<file path="config.mk">
export PLATFORM = sky130hd
export DESIGN_NAME = mcapr_top
export DESIGN_NICKNAME = d
export VERILOG_FILES = /design/src/core/mcapr_arbiter.v /design/src/core/mcapr_checker.v /design/src/core/mcapr_top.v
export VERILOG_INCLUDE_DIRS = /design/src /design/src/core
export SDC_FILE = /design/constraint.sdc
export NUM_CORES = 1
export LEC_CHECK = 0
export ABC_AREA = 1
export BUFFER_PORTS_ARGS = -buffer_cell sky130_fd_sc_hd__buf_4
export CAP_MARGIN = 20
export CORE_UTILIZATION = 50
export DETAILED_ROUTE_END_ITERATION = 7
export PLACE_DENSITY = 0.77
export SLEW_MARGIN = 20
export SYNTH_ARGS = -nofsm -noshare
export SYNTH_HDL_FRONTEND = slang
export SYNTH_SLANG_ARGS = --single-unit
</file>
<file path="constraint.sdc">
create_clock -name ref_clk -period 5.5 [get_ports ref_clk]
set_clock_uncertainty 0.1 [all_clocks]
set_input_delay 0.275 -clock ref_clk [delete_from_list [all_inputs] [get_ports ref_clk]]
set_output_delay 0.275 -clock ref_clk [all_outputs]
set_load 0.03 [all_outputs]
</file>
<file path="src/core/mcapr_defs.vh">
`ifndef MCAPR_DEFS_VH
`define MCAPR_DEFS_VH

// Register byte offsets
`define MCAPR_OFS_REMAP 8'h00
`define MCAPR_OFS_ASTAT 8'h04
`define MCAPR_OFS_AADDR 8'h08
`define MCAPR_OFS_PRIO 8'h0C

// Remap control field
`define MCAPR_REMAP_BIT 0

// Abort status field positions
`define MCAPR_UNDEF_BIT 0
`define MCAPR_MISAL_BIT 1
`define MCAPR_SIZE_LO 8
`define MCAPR_TYPE_LO 10
`define MCAPR_SRC_LO 16
`define MCAPR_SAVED_LO 24

// Master priority fields, one 3-bit field every 4 bits
`define MCAPR_PRIO_STRIDE 4
`define MCAPR_PRIO_MASK 32'h00007777
`define MCAPR_PRIO_RESET 32'h00003210

// Access size and type codes
`define MCAPR_SIZE_BYTE 2'h0
`define MCAPR_SIZE_HALF 2'h1
`define MCAPR_SIZE_WORD 2'h2
`define MCAPR_TYPE_READ 2'h0
`define MCAPR_TYPE_WRITE 2'h1
`define MCAPR_TYPE_FETCH 2'h2

// Internal memory map
`define MCAPR_INT_TOP 32'h0FFFFFFF
`define MCAPR_UNDEF_BASE 32'h00400000
`define MCAPR_SRAM_BASE 32'h00200000
`define MCAPR_PAGE0_MASK 32'hFFF00000

`endif

</file>
<file path="src/core/mcapr_arbiter.v">
`timescale 1ns/1ps
`default_nettype none

// Picks one requesting master: higher priority value wins, lower index on tie
module mcapr_arbiter (
  input wire [3:0] req,    // Request per master
  input wire [11:0] prio,  // Packed 3-bit priority per master
  output reg [3:0] grant   // One-hot grant
);
  integer i;
  reg [2:0] best;
  reg found;

  // Scan from master 0 upward; only a strictly higher value displaces
  always @* begin
    grant = 4'h0;
    best = 3'h0;
    found = 1'b0;
    for (i = 0; i < 4; i = i + 1) begin
      if (req[i] && (!found || prio[i*3 +: 3] > best)) begin
        grant = 4'h0;
        grant[i] = 1'b1;
        best = prio[i*3 +: 3];
        found = 1'b1;
      end
    end
  end
endmodule // mcapr_arbiter

`default_nettype wire

</file>
<file path="src/core/mcapr_checker.v">
`timescale 1ns/1ps
`default_nettype none
`include "mcapr_defs.vh"

// Classifies one access as undefined, misaligned or good
module mcapr_checker (
  input wire [31:0] addr,  // Access address
  input wire [1:0] size,   // Access size code
  input wire [1:0] kind,   // Access type code
  input wire is_cpu,       // Access comes from the processor
  output wire undef,       // Undefined internal address
  output wire misal        // Misaligned address
);
  wire fetch_exempt;

  // Internal area above the last memory block has nothing behind it
  assign undef = (addr >= `MCAPR_UNDEF_BASE) && (addr <= `MCAPR_INT_TOP);

  // Processor instruction fetches skip the alignment check
  assign fetch_exempt = is_cpu && (kind == `MCAPR_TYPE_FETCH);
  assign misal = !fetch_exempt &&
    (((size == `MCAPR_SIZE_WORD) && (addr[1:0] != 2'h0)) ||
     ((size == `MCAPR_SIZE_HALF) && addr[0]));
endmodule // mcapr_checker

`default_nettype wire

</file>
<file path="src/core/mcapr_top.v">
// Register access over APB is this design's own decision.
`timescale 1ns/1ps
`default_nettype none
`include "mcapr_defs.vh"

// Functional notes
// - Writing one to remap bit toggles remap
// - Undefined-address flag marks last abort cause
// - Misaligned flag marks last abort cause
// - Size of last abort in bits 9:8
// - Type of last abort in bits 11:10
// - One-hot last abort source in bits 16-19
// - Saved bits mark earlier untraced aborts
// - Status read clears saved bits
// - Full last abort address at 0x08
// - Three-bit priority per master, higher wins
// - Equal priorities favour lower master index
// - Priority register RW at 0x0C, reset 0x3210
// - Remap shows SRAM at page zero too
// - Misaligned word or half access aborts, except processor fetches
// - Internal access at or above 0x00400000 aborts
module mcapr_top (
  input wire ref_clk,             // System clock, 100 MHz
  input wire arst_n,              // Asynchronous reset, active low
  input wire psel,                // APB select
  input wire penable,             // APB enable
  input wire pwrite,              // APB write
  input wire [7:0] paddr,         // APB byte address
  input wire [31:0] pwdata,       // APB write data
  output reg [31:0] prdata,       // APB read data
  output reg pready,              // APB ready
  output reg pslverr,             // APB error on unmapped offset
  input wire [3:0] mst_req,       // Access request per master
  input wire [127:0] mst_addr,    // Address per master, 32 bits each
  input wire [7:0] mst_size,      // Size code per master, 2 bits each
  input wire [7:0] mst_type,      // Type code per master, 2 bits each
  output reg [3:0] mst_grant,     // One-hot grant of the accepted access
  output reg [3:0] mst_abort,     // One-hot abort to the granted master
  output reg [31:0] mem_addr,     // Address after remap for good access
  output reg mem_valid,           // Good access forwarded to memory
  output reg mem_write,           // Forwarded access is a write
  output reg remap_active         // Page zero shows internal SRAM
);

  // ----------------------------------------------------------------
  // Declarations
  // ----------------------------------------------------------------
  // Software-visible state
  reg remap_q;
  reg undef_q;
  reg misal_q;
  reg [1:0] size_q;
  reg [1:0] type_q;
  reg [3:0] src_q;
  reg [3:0] saved_q;
  reg [3:0] saved_rd_q;
  reg [31:0] aaddr_q;
  reg [11:0] prio_q;

  // Access path
  wire [3:0] gnt;
  wire undef;
  wire misal;
  wire abort;
  reg [31:0] sel_addr;
  reg [1:0] sel_size;
  reg [1:0] sel_type;
  reg [31:0] map_addr;
  reg [31:0] rd_data;
  reg rd_hit;
  reg [3:0] saved_d;
  reg [11:0] prio_d;
  reg remap_d;
  integer k;
  integer m;
  integer n;

  // Bus handshake
  wire apb_setup;
  wire apb_done;
  wire wr_done;
  wire rd_status_setup;
  wire rd_status_done;
  reg [31:0] status_word;
  reg [31:0] prio_word;

  // Priority reset word as software reads it, unpacked on reset
  localparam [31:0] prio_rst_word = `MCAPR_PRIO_RESET;

  // ----------------------------------------------------------------
  // Arbitration between the four masters
  // ----------------------------------------------------------------

  // A losing master is not queued; it keeps its request up and is
  // seen again at the next edge.
  // priority value compare
  mcapr_arbiter u_arb (
    .req(mst_req),
    .prio(prio_q),
    .grant(gnt)
  );

  // Route the granted master's request
  // At most one grant bit is set, so the matching slice is unique
  always @* begin
    sel_addr = 32'h00000000;
    sel_size = 2'h0;
    sel_type = 2'h0;
    for (k = 0; k < 4; k = k + 1) begin
      if (gnt[k]) begin
        sel_addr = mst_addr[k*32 +: 32];
        sel_size = mst_size[k*2 +: 2];
        sel_type = mst_type[k*2 +: 2];
      end
    end
  end

  // ----------------------------------------------------------------
  // Access checking and remap
  // ----------------------------------------------------------------

  // Both causes may be flagged for one access
  // alignment check
  mcapr_checker u_chk (
    .addr(sel_addr),
    .size(sel_size),
    .kind(sel_type),
    .is_cpu(gnt[0]),
    .undef(undef),
    .misal(misal)
  );

  assign abort = (undef || misal) && (gnt != 4'h0);

  // SRAM stays reachable at its own base; only page zero is redirected
  // page zero redirected to SRAM
  always @* begin
    if (remap_q && ((sel_addr & `MCAPR_PAGE0_MASK) == 32'h00000000)) begin
      map_addr = sel_addr | `MCAPR_SRAM_BASE;
    end else begin
      map_addr = sel_addr;
    end
  end

  // Registered grant, abort and forwarded access
  // An aborted access is cancelled, so mem_addr keeps the last good one
  always @(posedge ref_clk or negedge arst_n) begin
    if (!arst_n) begin
      mst_grant <= 4'h0;
      mst_abort <= 4'h0;
      mem_addr <= 32'h00000000;
      mem_valid <= 1'b0;
      mem_write <= 1'b0;
    end else begin
      mst_grant <= gnt;
      mst_abort <= abort ? gnt : 4'h0;
      mem_valid <= (gnt != 4'h0) && !abort;
      mem_write <= (sel_type == `MCAPR_TYPE_WRITE);
      if ((gnt != 4'h0) && !abort) begin
        mem_addr <= map_addr;
      end
    end
  end

  // ----------------------------------------------------------------
  // APB handshake
  // ----------------------------------------------------------------
  // Setup is the first cycle of a transfer, done is the ready edge
  assign apb_setup = psel && !penable;
  assign apb_done = psel && penable && pready;
  assign wr_done = apb_done && pwrite;
  assign rd_status_setup = apb_setup && !pwrite &&
    (paddr == `MCAPR_OFS_ASTAT);
  assign rd_status_done = apb_done && !pwrite &&
    (paddr == `MCAPR_OFS_ASTAT);

  // Status word as software sees it, one field at a time
  always @* begin
    status_word = 32'h00000000;
    status_word[`MCAPR_UNDEF_BIT] = undef_q;
    status_word[`MCAPR_MISAL_BIT] = misal_q;
    status_word[`MCAPR_SIZE_LO +: 2] = size_q;
    status_word[`MCAPR_TYPE_LO +: 2] = type_q;
    status_word[`MCAPR_SRC_LO +: 4] = src_q;
    status_word[`MCAPR_SAVED_LO +: 4] = saved_q;
  end

  // Priority word: a 3-bit field every 4 bits, the gaps read as zero
  always @* begin
    prio_word = 32'h00000000;
    for (m = 0; m < 4; m = m + 1) begin
      prio_word[m*`MCAPR_PRIO_STRIDE +: 3] = prio_q[m*3 +: 3];
    end
  end

  // Read decode; remap register reads as zero
  // Unmapped offsets flag an error and read as zero
  always @* begin
    rd_data = 32'h00000000;
    rd_hit = 1'b1;
    if (paddr == `MCAPR_OFS_REMAP) begin
      rd_data = 32'h00000000;
    end else if (paddr == `MCAPR_OFS_ASTAT) begin
      rd_data = status_word;
    end else if (paddr == `MCAPR_OFS_AADDR) begin
      rd_data = aaddr_q;
    end else if (paddr == `MCAPR_OFS_PRIO) begin
      rd_data = prio_word;
    end else begin
      rd_hit = 1'b0;
    end
  end

  // No wait state: data captured in setup, ready in first access cycle.
  // Read data is taken from the registers at the setup edge, so a
  // change during the access cycle shows up only in the next read.
  always @(posedge ref_clk or negedge arst_n) begin
    if (!arst_n) begin
      prdata <= 32'h00000000;
      pready <= 1'b0;
      pslverr <= 1'b0;
    end else if (apb_setup) begin
      prdata <= pwrite ? 32'h00000000 : rd_data;
      pready <= 1'b1;
      pslverr <= !rd_hit;
    end else if (apb_done) begin
      prdata <= 32'h00000000;
      pready <= 1'b0;
      pslverr <= 1'b0;
    end
  end

  // ----------------------------------------------------------------
  // Software-written registers
  // ----------------------------------------------------------------

  // Remap next value: a one in the toggle bit flips, a zero leaves it
  always @* begin
    remap_d = remap_q;
    if (wr_done && (paddr == `MCAPR_OFS_REMAP) &&
        pwdata[`MCAPR_REMAP_BIT]) begin
      remap_d = !remap_q;
    end
  end

  // Priority next value: the 3-bit fields picked out of the write word
  always @* begin
    prio_d = prio_q;
    if (wr_done && (paddr == `MCAPR_OFS_PRIO)) begin
      for (n = 0; n < 4; n = n + 1) begin
        prio_d[n*3 +: 3] = pwdata[n*`MCAPR_PRIO_STRIDE +: 3];
      end
    end
  end

  // Remap state and priority fields; the remap output mirrors the state
  always @(posedge ref_clk or negedge arst_n) begin
    if (!arst_n) begin
      remap_q <= 1'b0;
      remap_active <= 1'b0;
      prio_q <= {prio_rst_word[14:12], prio_rst_word[10:8],
        prio_rst_word[6:4], prio_rst_word[2:0]};
    end else begin
      remap_q <= remap_d;
      remap_active <= remap_d;
      prio_q <= prio_d;
    end
  end

  // ----------------------------------------------------------------
  // Abort capture
  // ----------------------------------------------------------------

  // Saved sources: read clears only what was shown, new abort sets.
  // A read and an abort in one cycle: the set is applied last, so the
  // newly displaced source is never lost.
  // Saved bits only ever gain a master other than the new source.
  always @* begin
    saved_d = saved_q;
    if (rd_status_done) begin
      saved_d = saved_d & ~saved_rd_q;
    end
    if (abort) begin
      saved_d = saved_d | (src_q & ~gnt);
    end
  end

  // Snapshot of saved bits at the read setup. An abort that lands
  // between setup and completion is not in the returned word, so its
  // saved bit must survive the clear at completion.
  always @(posedge ref_clk or negedge arst_n) begin
    if (!arst_n) begin
      saved_rd_q <= 4'h0;
    end else if (rd_status_setup) begin
      saved_rd_q <= saved_q;
    end
  end

  // Abort description registers
  // Fields other than the saved bits keep their value until the next abort replaces them
  always @(posedge ref_clk or negedge arst_n) begin
    if (!arst_n) begin
      undef_q <= 1'b0;
      misal_q <= 1'b0;
      size_q <= 2'h0;
      type_q <= 2'h0;
      src_q <= 4'h0;
      saved_q <= 4'h0;
      aaddr_q <= 32'h00000000;
    end else begin
      saved_q <= saved_d;
      if (abort) begin
        undef_q <= undef;
        misal_q <= misal;
        size_q <= sel_size;
        type_q <= sel_type;
        src_q <= gnt;
        aaddr_q <= sel_addr;
      end
    end
  end

endmodule // mcapr_top

`default_nettype wire

</file>
Yosys cells after proc, flatten, opt, wreduce, memory -nomap -nowiden
Cells that the tools add are included.
{"block": "word_totals", "out_inout_bits": 77, "ramBits": 0, "latchBits": 0, "mem_count": 0, "romBits": 0, "ff_bits": 139, "in_bits": 193}
{"block": "op_classes", "n_addsub": 0, "n_div": 0, "bitwise_logic": 5, "multipliers": 0, "muxes": 40, "shift": 0, "reduce_logical": 41, "n_eq_ne": 7, "magnitude_cmp": 5}
{"operator": "two-way mux 32 bit", "count": 10}
{"operator": ">= comparator 32 x 23 -> 1 bit (second input constant)", "count": 1}
{"operator": "less-or-equal comparator 32 x 28 -> 1 bit (second input constant)", "count": 1}
{"operator": "logical NOT 32 bit", "count": 1}
{"operator": "two-way mux 4 bit", "count": 6}
{"operator": "logical AND 1 bit", "count": 22}
{"operator": "two-way mux 22 bit", "count": 1}
{"operator": "equality test 8 x 4 -> 1 bit (second input constant)", "count": 2}
{"operator": "two-way mux 2 bit", "count": 8}
{"operator": "two-way mux 15 bit", "count": 1}
{"operator": "two-way mux 1 bit", "count": 11}
{"operator": "> comparator 3 bit", "count": 3}
{"operator": "logical NOT 1 bit", "count": 9}
{"operator": "two-way mux 3 bit", "count": 3}
{"operator": "bitwise AND 4 bit", "count": 2}
{"operator": "equality test 8 x 3 -> 1 bit (second input constant)", "count": 1}
{"operator": "logical NOT 8 bit", "count": 1}
{"operator": "inverter 4 bit", "count": 2}
{"operator": "logical OR 1 bit", "count": 5}
{"operator": "equality test 2 x 1 -> 1 bit (second input constant)", "count": 2}
{"operator": "equality test 2 bit (second input constant)", "count": 2}
{"operator": "bitwise OR 4 bit", "count": 1}
{"operator": "nonzero test 2 bit", "count": 2}
{"operator": "nonzero test 4 bit", "count": 1}

Longest topological paths before layout
Gate-level depths: netlist of the first run.
{"block": "depth", "word_depth": 25, "depth_mapped": 43}

By module
From an unflattened synthesis of the first run, not the netlist that was laid out.
{"block": "unflattened", "cells_unflattened": 868, "area_unflattened_um2": 7419.6}
{"module": "mcapr_top", "n_inst": 1, "cells_each": 779, "seq_area_each_um2": 3483.3, "area_per_inst_um2": 6962.9}
{"module": "mcapr_arbiter", "n_inst": 1, "cells_each": 71, "seq_area_each_um2": 0.0, "area_per_inst_um2": 381.6}
{"module": "mcapr_checker", "n_inst": 1, "cells_each": 18, "seq_area_each_um2": 0.0, "area_per_inst_um2": 75.1}

Least setup slack after synthesis of the first run
OpenSTA, ideal clock, no wires.
{"block": "synth_timing", "path_kind": "register -> register", "start": "reg prio_q[3]", "end": "reg mem_addr[15]", "arrival_ps": 4343, "setup_time_ps": 134, "setup_slack_ps": 923, "path_stages_with_launch": 38, "synth_period_minus_slack_ps": 4577, "cell_sequence": "dfstp_2 > inv_1 > ha_1 > nand3_1 > nand2_1 > a21oi_2 > buf_6 > nand2_1 > o21ai_0 > inv_1 > ha_1 > a21oi_1 > nand2_1 > nand2_2 > nand2_2 > nand2_4 > nand2_1 > o21ai_0 > (+2 left out) > nand2_1 > nand2_1 > nand2_2 > nand2_4 > inv_2 > buf_6 > nand2_1 > nand2_1 > a21oi_4 > nand2_1 > nand2_1 > nand2_1 > nand2_2 > nand3_2 > buf_6 > buf_6 > nand2_1 > o21ai_2"}
{"block": "synth_via", "elab_chain_len": 24, "elab_cells_between_ends": 49}
{"element": "from (decl)", "line": "mcapr_top.v:58", "rtl": "reg [11:0] prio_q;"}
{"element": "from (signal assigned)", "line": "mcapr_top.v:261", "rtl": "prio_q <= {prio_rst_word[14:12], prio_rst_word[10:8],"}
{"element": "from (signal assigned)", "line": "mcapr_top.v:266", "rtl": "prio_q <= prio_d;"}
{"element": "> comparator 3 bit", "line": "mcapr_arbiter.v:20", "rtl": "if (req[i] && (!found || prio[i*3 +: 3] > best)) begin"}
{"element": "logical OR 1 bit", "line": "mcapr_arbiter.v:20"}
{"element": "logical AND 1 bit", "line": "mcapr_arbiter.v:20"}
{"element": "two-way mux 3 bit or two-way mux 1 bit (tied branches)", "line": "mcapr_arbiter.v:20"}
{"element": "> comparator 3 bit or logical NOT 1 bit (tied branches)", "line": "mcapr_arbiter.v:20"}
{"element": "logical OR 1 bit", "line": "mcapr_arbiter.v:20"}
{"element": "logical AND 1 bit", "line": "mcapr_arbiter.v:20"}
{"element": "two-way mux 3 bit or two-way mux 1 bit (tied branches)", "line": "mcapr_arbiter.v:20"}
{"element": "> comparator 3 bit or logical NOT 1 bit (tied branches)", "line": "mcapr_arbiter.v:20"}
{"element": "logical OR 1 bit", "line": "mcapr_arbiter.v:20"}
{"element": "logical AND 1 bit", "line": "mcapr_arbiter.v:20"}
{"element": "two-way mux 4 bit *", "line": "mcapr_arbiter.v:20"}
{"element": "branches (longest 12 deep; another with >= comparator 32 x 23 -> 1 bit)"}
{"element": "to (signal assigned)", "line": "mcapr_top.v:160", "rtl": "mem_addr <= map_addr;"}
{"element": "to (decl)", "line": "mcapr_top.v:39", "rtl": "output reg [31:0] mem_addr,"}
Mark *: on every way between the ends.
A chain may end at the register's enable or synchronous reset.

Worst setup path in the final report of the first run
{"block": "layout_timing", "start": "reg prio_q[3]", "end": "reg src_q[1]"}
{"block": "layout_via", "elab_chain_len": 22, "elab_cells_between_ends": 46}
{"element": "> comparator 3 bit", "line": "mcapr_arbiter.v:20"}
{"element": "logical OR 1 bit", "line": "mcapr_arbiter.v:20"}
{"element": "logical AND 1 bit", "line": "mcapr_arbiter.v:20"}
{"element": "two-way mux 3 bit or two-way mux 1 bit (tied branches)", "line": "mcapr_arbiter.v:20"}
{"element": "> comparator 3 bit or logical NOT 1 bit (tied branches)", "line": "mcapr_arbiter.v:20"}
{"element": "logical OR 1 bit", "line": "mcapr_arbiter.v:20"}
{"element": "logical AND 1 bit", "line": "mcapr_arbiter.v:20"}
{"element": "two-way mux 3 bit or two-way mux 1 bit (tied branches)", "line": "mcapr_arbiter.v:20"}
{"element": "> comparator 3 bit or logical NOT 1 bit (tied branches)", "line": "mcapr_arbiter.v:20"}
{"element": "logical OR 1 bit", "line": "mcapr_arbiter.v:20"}
{"element": "logical AND 1 bit", "line": "mcapr_arbiter.v:20"}
{"element": "two-way mux 4 bit *", "line": "mcapr_arbiter.v:20"}
{"element": "branches (longest 10 deep; another with >= comparator 32 x 23 -> 1 bit)"}
{"element": "to (signal assigned)", "line": "mcapr_top.v:317", "rtl": "src_q <= gnt;"}
{"element": "to (decl)", "line": "mcapr_top.v:54", "rtl": "reg [3:0] src_q;"}
Marks and branches as above.

==> results of run 1 <==
## metrics by stage
stage	instances	utilization	cell area, sq um	setup slack, ps	hold WS (ps)
finish	1273	0.708	9870	403	18.5
global route	1273	0.708	9870	54.2	23.6
CTS	1270	0.700	9750	88.5	1.90
detailed placement	1229	0.650	9060	72.6	311
global placement	1229	0.650	9060	205	314
floorplan	827	-	7150	923	-121
## worst reg2reg max path, delay by kind of cell, from the launching register on
kind                       cells  cell delay [ps]
and+or+nand+nor               21             2180
adders and majority gates      3              930
AOI/OAI and AO/OA              5              660
buffers and inverters          5              580
DFF                            1              530
## cell families (layout without fill, tap and decap cells)
family / Yosys count / in the layout / synth area share
buffers and inverters: 120 / 386 / 0.0850
adder cells (fa/ha/maj): 9 / 9 / 0.0157
AO/OA/AOI/OAI: 183 / 183 / 0.181
multiplexers: 9 / 9 / 0.0142
flip-flops: 139 / 139 / 0.487
XOR/XNOR: 1 / 1 / 0.00122
AND/OR/NAND/NOR: 366 / 366 / 0.216
## timing repair
item | CTS | global route
endpoints found under the hold margin | 97 | 0
gates resized for setup | 0 | 19
buffers inserted | 0 | 2
hold buffers | 9 | 0
endpoints found under the setup margin | 0 | 69
## registers in the layout (all words and copies together) (netlist names), 12 cells and up
signal and count:
mem_addr 32, prio_q 12, aaddr_q 32, prdata 32
## cells in the final DEF (no fill, tap or decap), drive strengths merged, types with 5 or more instances in the layout
cell type,count
a22o,13
ha,9
inv,79
a21oi,23
a32o,10
dfrtp,135
o21ai,98
nand3,55
clkbuf,18
mux2,9
nand2,266
nor2,37
dlygate4sd3,9
o22ai,5
buf,265
clkinvlp,5
o31ai,6
a221oi,17
clkinv,7
## final timing paths
kind,startpoint,endpoint,slack [ps],cells past startpoint
max,prio_q[3],src_q[1],400,34
max in group asynchronous,arst_n,mem_addr[3],3820,3
max reg2reg,prio_q[3],src_q[1],400,34
min in group asynchronous,arst_n,remap_q,360,2
min reg2reg,pslverr,pslverr,380,2
min,pwdata[0],prio_q[0],20,2
## layout make-up
class                           count  share of cell area
Sequential cell                   139               0.353
Multi-Input combinational cell    568               0.316
Timing Repair Buffer              275               0.217
Clock buffer                       17              0.0431
Inverter                           79              0.0311
Tap cell                          180              0.0228
Clock inverter                     15              0.0176
## cell usage after synthesis, types with 3 or more instances
| cell | instances |
|---|---|
| o21ai_0 | 40 |
| buf_6 | 17 |
| o21ai_1 | 27 |
| o211ai_1 | 3 |
| inv_2 | 4 |
| o31ai_1 | 6 |
| a32o_1 | 10 |
| buf_2 | 6 |
| nor2_2 | 3 |
| inv_1 | 73 |
| ha_1 | 9 |
| a221oi_1 | 17 |
| nand2_4 | 6 |
| a21oi_2 | 6 |
| a22o_1 | 13 |
| nor2_1 | 33 |
| a22oi_1 | 4 |
| clkbuf_1 | 14 |
| nand2_1 | 253 |
| mux2_2 | 9 |
| o21ai_2 | 31 |
| nand4_1 | 4 |
| o22ai_1 | 5 |
| nand2_2 | 7 |
| dfstp_2 | 4 |
| a21oi_1 | 15 |
| dfrtp_1 | 135 |
| nand3_1 | 54 |
## routing by layer
metal	GRT usage	vias to the layer above
met2	0.477	335
met1	0.410	3208
li1	-	3280
met5	0	-
met4	0.113	0
met3	0.0735	40
## power by group through the flow
stage / clock network [mW] / logic, mW / registers, mW
6_report: 1.17 / 1.20 / 1.45
4_1_cts: 1.17 / 1.17 / 1.45
2_1_floorplan: 0 / 0.577 / 1.60
3_3_place_gp: 0 / 1.13 / 1.45
3_5_place_dp: 0 / 1.15 / 1.46
5_1_grt: 1.22 / 1.31 / 1.47
==> reports/qor.csv, run 1 <==
stage,metric,value,unit
synthesis,syn_area_per_cell,8.65,sq um
power_and_ir_drop,Clock power frac,0.305,
route,met2 WL,10400,microns
power_and_ir_drop,Net Sw Frac,0.359,
run,Maximum Capacitance Violations,0,
route,DRC viols,0,
route,routed len/inst,17.1,microns
worst_setup_path,worst-path fanout max,24,
route,Pre-Repair DR Iteration Count,5,
synthesis,"Top FF cell, synth",dfrtp_1,
sta,pins over their slew limit,0,
place,port buffer count,249,
power_and_ir_drop,Switch Pwr,1.37,mW
sta,RSZ-0062 raised after global routing,no,
route,routed wire length,21800,microns
worst_hold_path,hold crit path type,primary input to flop,
layout,synthesis-to-layout area growth,38.0,%
sta,Setup Viol. Count Final,0,
clocking,clk sinks,139,
power_and_ir_drop,P_int,2.45,mW
worst_setup_path,CP endpoint kind,flop,
route,total number of vias,6863,
die,Die ar.,0.0148,sq mm
global_routing,pin count of the biggest net entering global routing,95,
worst_setup_path,WS Path Type,flop to flop,
sta,FMAX,0.196,GHz
clocking,H-tree levels,4,
place,hpwl dp,15900,microns
clocking,worst skew pair latency,420,ps
route,Iter 0 DRT Violations,581,
worst_setup_path,Worst path max stage delay,530,ps
global_routing,initial antenna violation count,0,
synthesis,post-synthesis cell count,827,
synthesis,Post-synth EDFFs,0,
synthesis,largest area contributor in the netlist,dfrtp_1,
worst_setup_path,crit-path leading delay family,simple AND/OR/NAND/NOR gates,
synthesis,total nets after synthesis,1029,
synthesis,asr flop ratio synth,1.00,
synthesis,synthesized flop and latch total,139,
die,total core area,0.0139,sq mm
synthesis,synthesized cell area,0.00715,sq mm
clocking,root buf cell,clkbuf_16,
synthesis,Yosys top cell area share,0.472,
clocking,CTS max path bufs,2,
global_routing,total congestion overflow,0,
layout,area of the multi-input gates,0.00311,sq mm
synthesis,"Distinct cells, synth",43,
power_and_ir_drop,Tot Pwr,3.82,mW
layout,layout cells sized above 1,0.346,
synthesis,warnings from Yosys,0,
status,status,"complete, no violations",
global_routing,vias in the first global route,6515,
place,Placer Congestion,0.880,
power_and_ir_drop,Flop pwr share,0.380,
sta,Setup TNS,0,ps
clocking,CTS tree,built,
die,Die H,122,microns
die,number of cell rows,43,
layout,Sequential cell area,0.00348,sq mm
die,die width,122,microns
route,Via density,5.39,
route,Met3 Routed Length,1720,microns
route,Met1 Wirelength,9130,microns
worst_setup_path,Critical Path AT,5290,ps
layout,fillcell total,1121,
power_and_ir_drop,LEAKAGE,5.07,nW
sta,final period utilization,0.927,
worst_setup_path,WP data required,5690,ps
clocking,"Reg clk slew, reported paths",60,ps
die,io pins,270,
sta,Final Hold Fails,0,
sta,Tmin final,5100,ps
power_and_ir_drop,peak supply drop,264,uV
sta,Least-Margin Pin Slew,939,ps
global_routing,GRT Util Overall,0.304,
clocking,clock buffer count from CTS,17,
global_routing,first-pass GRT wire length,33800,microns
power_and_ir_drop,Pwr Density,387,mW/mm^2
worst_setup_path,slowest CP cell,dfstp_2,
route,post-route ant nets,0,
power_and_ir_drop,combinational fraction of design power,0.315,
route,Top Metal Used,met4,
synthesis,sequential-to-total area share from yosys stat,0.487,
synthesis,dominant cells by area after synthesis,"dfrtp_1, nand2_1, inv_1, o21ai_2, nand3_1",
die,starting density of the core,0.513,
worst_setup_path,CP dominant cell by count,nand2_1,
worst_setup_path,Buf/Inv on CP,5,
layout,n_diodes,0,
sta,Slew HR,0.372,
layout,fin nets,1282,
worst_setup_path,CP Launch Type,flop,
Power figures use the tool's default switching activity.
==> inputs of run 2 (changes only) <==
--- a/config.mk
+++ b/config.mk
@@ -11,7 +11,7 @@
 export CAP_MARGIN = 20
 export CORE_UTILIZATION = 50
 export DETAILED_ROUTE_END_ITERATION = 7
-export PLACE_DENSITY = 0.77
+export PLACE_DENSITY = 0.85
 export SLEW_MARGIN = 20
 export SYNTH_ARGS = -nofsm -noshare
 export SYNTH_HDL_FRONTEND = slang
==> run 2 against run 1 <==
Via count grew 3.1%. Final cell count grew 0.47%. Critical path depth is the same. Global-route usage grew 0.37 points. Total power grew 0.52%. Sequential share of layout area shrank 0.32 points. Clock power is essentially flat.
==> reports/qor.csv, run 2 (synthesis gave the netlist of run 1 again) <==
stage,metric,value,unit,change
global_routing,first-pass GRT wire length,33900,microns,+0.37%
place,Place WS,50.0,ps,-22.6 ps
route,Via density,5.53,,+2.6%
clocking,root buf cell,clkbuf_16,,
power_and_ir_drop,peak supply drop,254,uV,-4.0%
layout,area of the multi-input gates,0.00310,sq mm,-0.40%
place,port buffer count,249,,unchanged
clocking,H-tree levels,4,,unchanged
die,Die H,122,microns,unchanged
worst_setup_path,CP dominant cell by count,nand2_1,,
die,Die ar.,0.0148,sq mm,unchanged
die,die width,122,microns,unchanged
worst_setup_path,WS Path Type,flop to flop,,
die,starting density of the core,0.513,,unchanged
clocking,worst skew pair latency,430,ps,about the same
status,status,"complete, no violations",,
power_and_ir_drop,combinational fraction of design power,0.322,,+0.007
worst_setup_path,CP endpoint kind,flop,,
clocking,CTS max path bufs,2,,unchanged
global_routing,GRT Util Overall,0.308,,+0.00369
route,post-route ant nets,0,,unchanged
die,io pins,270,,unchanged
global_routing,total congestion overflow,0,,unchanged
run,Maximum Capacitance Violations,0,,unchanged
worst_setup_path,slowest CP cell,dfstp_2,,
power_and_ir_drop,Switch Pwr,1.37,mW,-0.21%
layout,layout cells sized above 1,0.347,,+0.000842
sta,RSZ-0062 raised after global routing,yes,,
clocking,CTS tree,built,,
power_and_ir_drop,Flop pwr share,0.378,,-0.002
global_routing,vias in the first global route,6490,,-0.38%
sta,Tmin final,5200,ps,+105 ps
route,routed len/inst,17.7,microns,+3.5%
layout,"commonest non-fill, non-tap cell in the layout",buf_4,,
sta,Slew HR,0.353,,-0.0192
layout,fin area,0.00996,sq mm,+0.91%
sta,Final Hold Fails,0,,unchanged
worst_hold_path,hold crit path type,primary input to flop,,
sta,Setup Viol. Count Final,0,,unchanged
sta,final period utilization,0.946,,+0.0191
power_and_ir_drop,Clock power frac,0.300,,-0.005
sta,FMAX,0.192,GHz,-2.0%
layout,n_diodes,0,,unchanged
sta,Final WS setup,297,ps,-105 ps
layout,Sequential cell area,0.00348,sq mm,unchanged
power_and_ir_drop,Tot Pwr,3.84,mW,+0.52%
global_routing,initial antenna violation count,0,,unchanged
clocking,"Reg clk slew, reported paths",60,ps,about the same
power_and_ir_drop,Pwr Density,386,mW/mm^2,-0.39%
place,Placer Congestion,0.906,,+2.9%
layout,most frequent cells in the layout,"buf_4, nand2_1, dfrtp_1",,
clocking,clock buffer count from CTS,17,,unchanged
route,Pre-Repair DR Iteration Count,7,,+2
route,total number of vias,7073,,+3.1%
power_and_ir_drop,P_int,2.47,mW,+0.93%
route,DRC viols,0,,unchanged
power_and_ir_drop,LEAKAGE,5.13,nW,+1.1%
layout,fin nets,1289,,+0.55%
layout,Regs by FF count,"aaddr_q x32, mem_addr x32, prdata x32",,
worst_setup_path,CP Launch Type,flop,,
layout,synthesis-to-layout area growth,39.2,%,
die,total core area,0.0139,sq mm,unchanged
worst_setup_path,Critical Path AT,5430,ps,+140 ps
sta,Least-Margin Pin Slew,971,ps,+32.3 ps
die,number of cell rows,43,,unchanged
place,Placed Area,0.00909,sq mm,+0.33%
layout,fillcell total,1062,,-5.3%
clocking,clk sinks,139,,unchanged
sta,Fin Hold WS,32.7,ps,+14.1 ps
global_routing,pin count of the biggest net entering global routing,108,,+14%
worst_setup_path,Worst path max stage delay,530,ps,about the same
sta,pins over their slew limit,0,,unchanged
worst_setup_path,worst-path fanout max,32,,+33%
place,hpwl dp,16100,microns,+0.94%
route,routed wire length,22700,microns,+4.0%
power_and_ir_drop,Net Sw Frac,0.357,,-0.00262
worst_setup_path,WP data required,5730,ps,+40 ps
route,Iter 0 DRT Violations,641,,+10%
-- run 2: cell types whose count changed in the layout (fill, tap and decap cells not counted), moves of 2 or more --
cell           before  now
clkbuf_8            0    4
clkinvlp_4          5    1
dlygate4sd3_1       9   12
a21oi_2             5    7
clkinv_2            4    2
nand2_4             4    6
-- run 2: what timing repair did --
action                                  in CTS  in global routing
endpoints found under the setup margin       0                 81
endpoints found under the hold margin      113                  0
resized for setup                            0                 25
hold buffers                                12                  0
setup buffers                                0                  1
-- run 2: power groups by stage --
stage / Clock [mW] / Sequential, mW / Combinational (mW)
2_1_floorplan: 0 / 1.60 / 0.577
3_3_place_gp: 0 / 1.44 / 1.13
3_5_place_dp: 0 / 1.45 / 1.16
4_1_cts: 1.16 / 1.45 / 1.17
5_1_grt: 1.20 / 1.48 / 1.34
6_report: 1.15 / 1.45 / 1.24
-- run 2: worst max-delay path, delay by kind of cell (launching register included) --
| kind | cells | cell delay (ps) |
|---|---|---|
| flip-flops | 1 | 530 |
| AO/OA/AOI/OAI | 5 | 600 |
| buffers and inverters | 5 | 630 |
| adder cells (fa/ha/maj) | 3 | 960 |
| AND/OR/NAND/NOR | 21 | 2270 |
-- run 2: area by class of cell --
class | count | area share
timing repair buffer | 282 | 0.225
tap | 180 | 0.0226
clock buffer | 22 | 0.0486
inverter | 79 | 0.0315
sequential | 139 | 0.350
multi-input combinational | 568 | 0.311
clock inverter | 9 | 0.0113
-- run 2: per-stage QoR --
stage | instances | TNS [ps] | util
2_1_floorplan | 827 | 0 | -
3_3_place_gp | 1233 | 0 | 0.653
3_5_place_dp | 1233 | 0 | 0.653
4_1_cts | 1276 | 0 | 0.704
5_1_grt | 1279 | -109 | 0.715
6_report | 1279 | 0 | 0.715
-- run 2: per-layer routing --
layer	wire length, microns	vias up	track usage
met3	1920	45	0.0637
met4	438	0	0.105
met1	9220	3340	0.423
met5	0	-	0
met2	11100	394	0.487
li1	-	3294	-
-- run 2: final timing paths --
kind                                   start           end  slack [ps]  cells past startpoint
worst max-delay path               prio_q[3]  mem_addr[31]         300                     34
worst min-delay path               pwdata[4]     prio_q[3]          30                      3
worst max register to register     prio_q[3]  mem_addr[31]         300                     34
worst min register to register  mem_addr[31]  mem_addr[31]         380                      2
max in group asynchronous             arst_n   mem_addr[2]        3840                      3
min in group asynchronous             arst_n    prdata[29]         410                      2
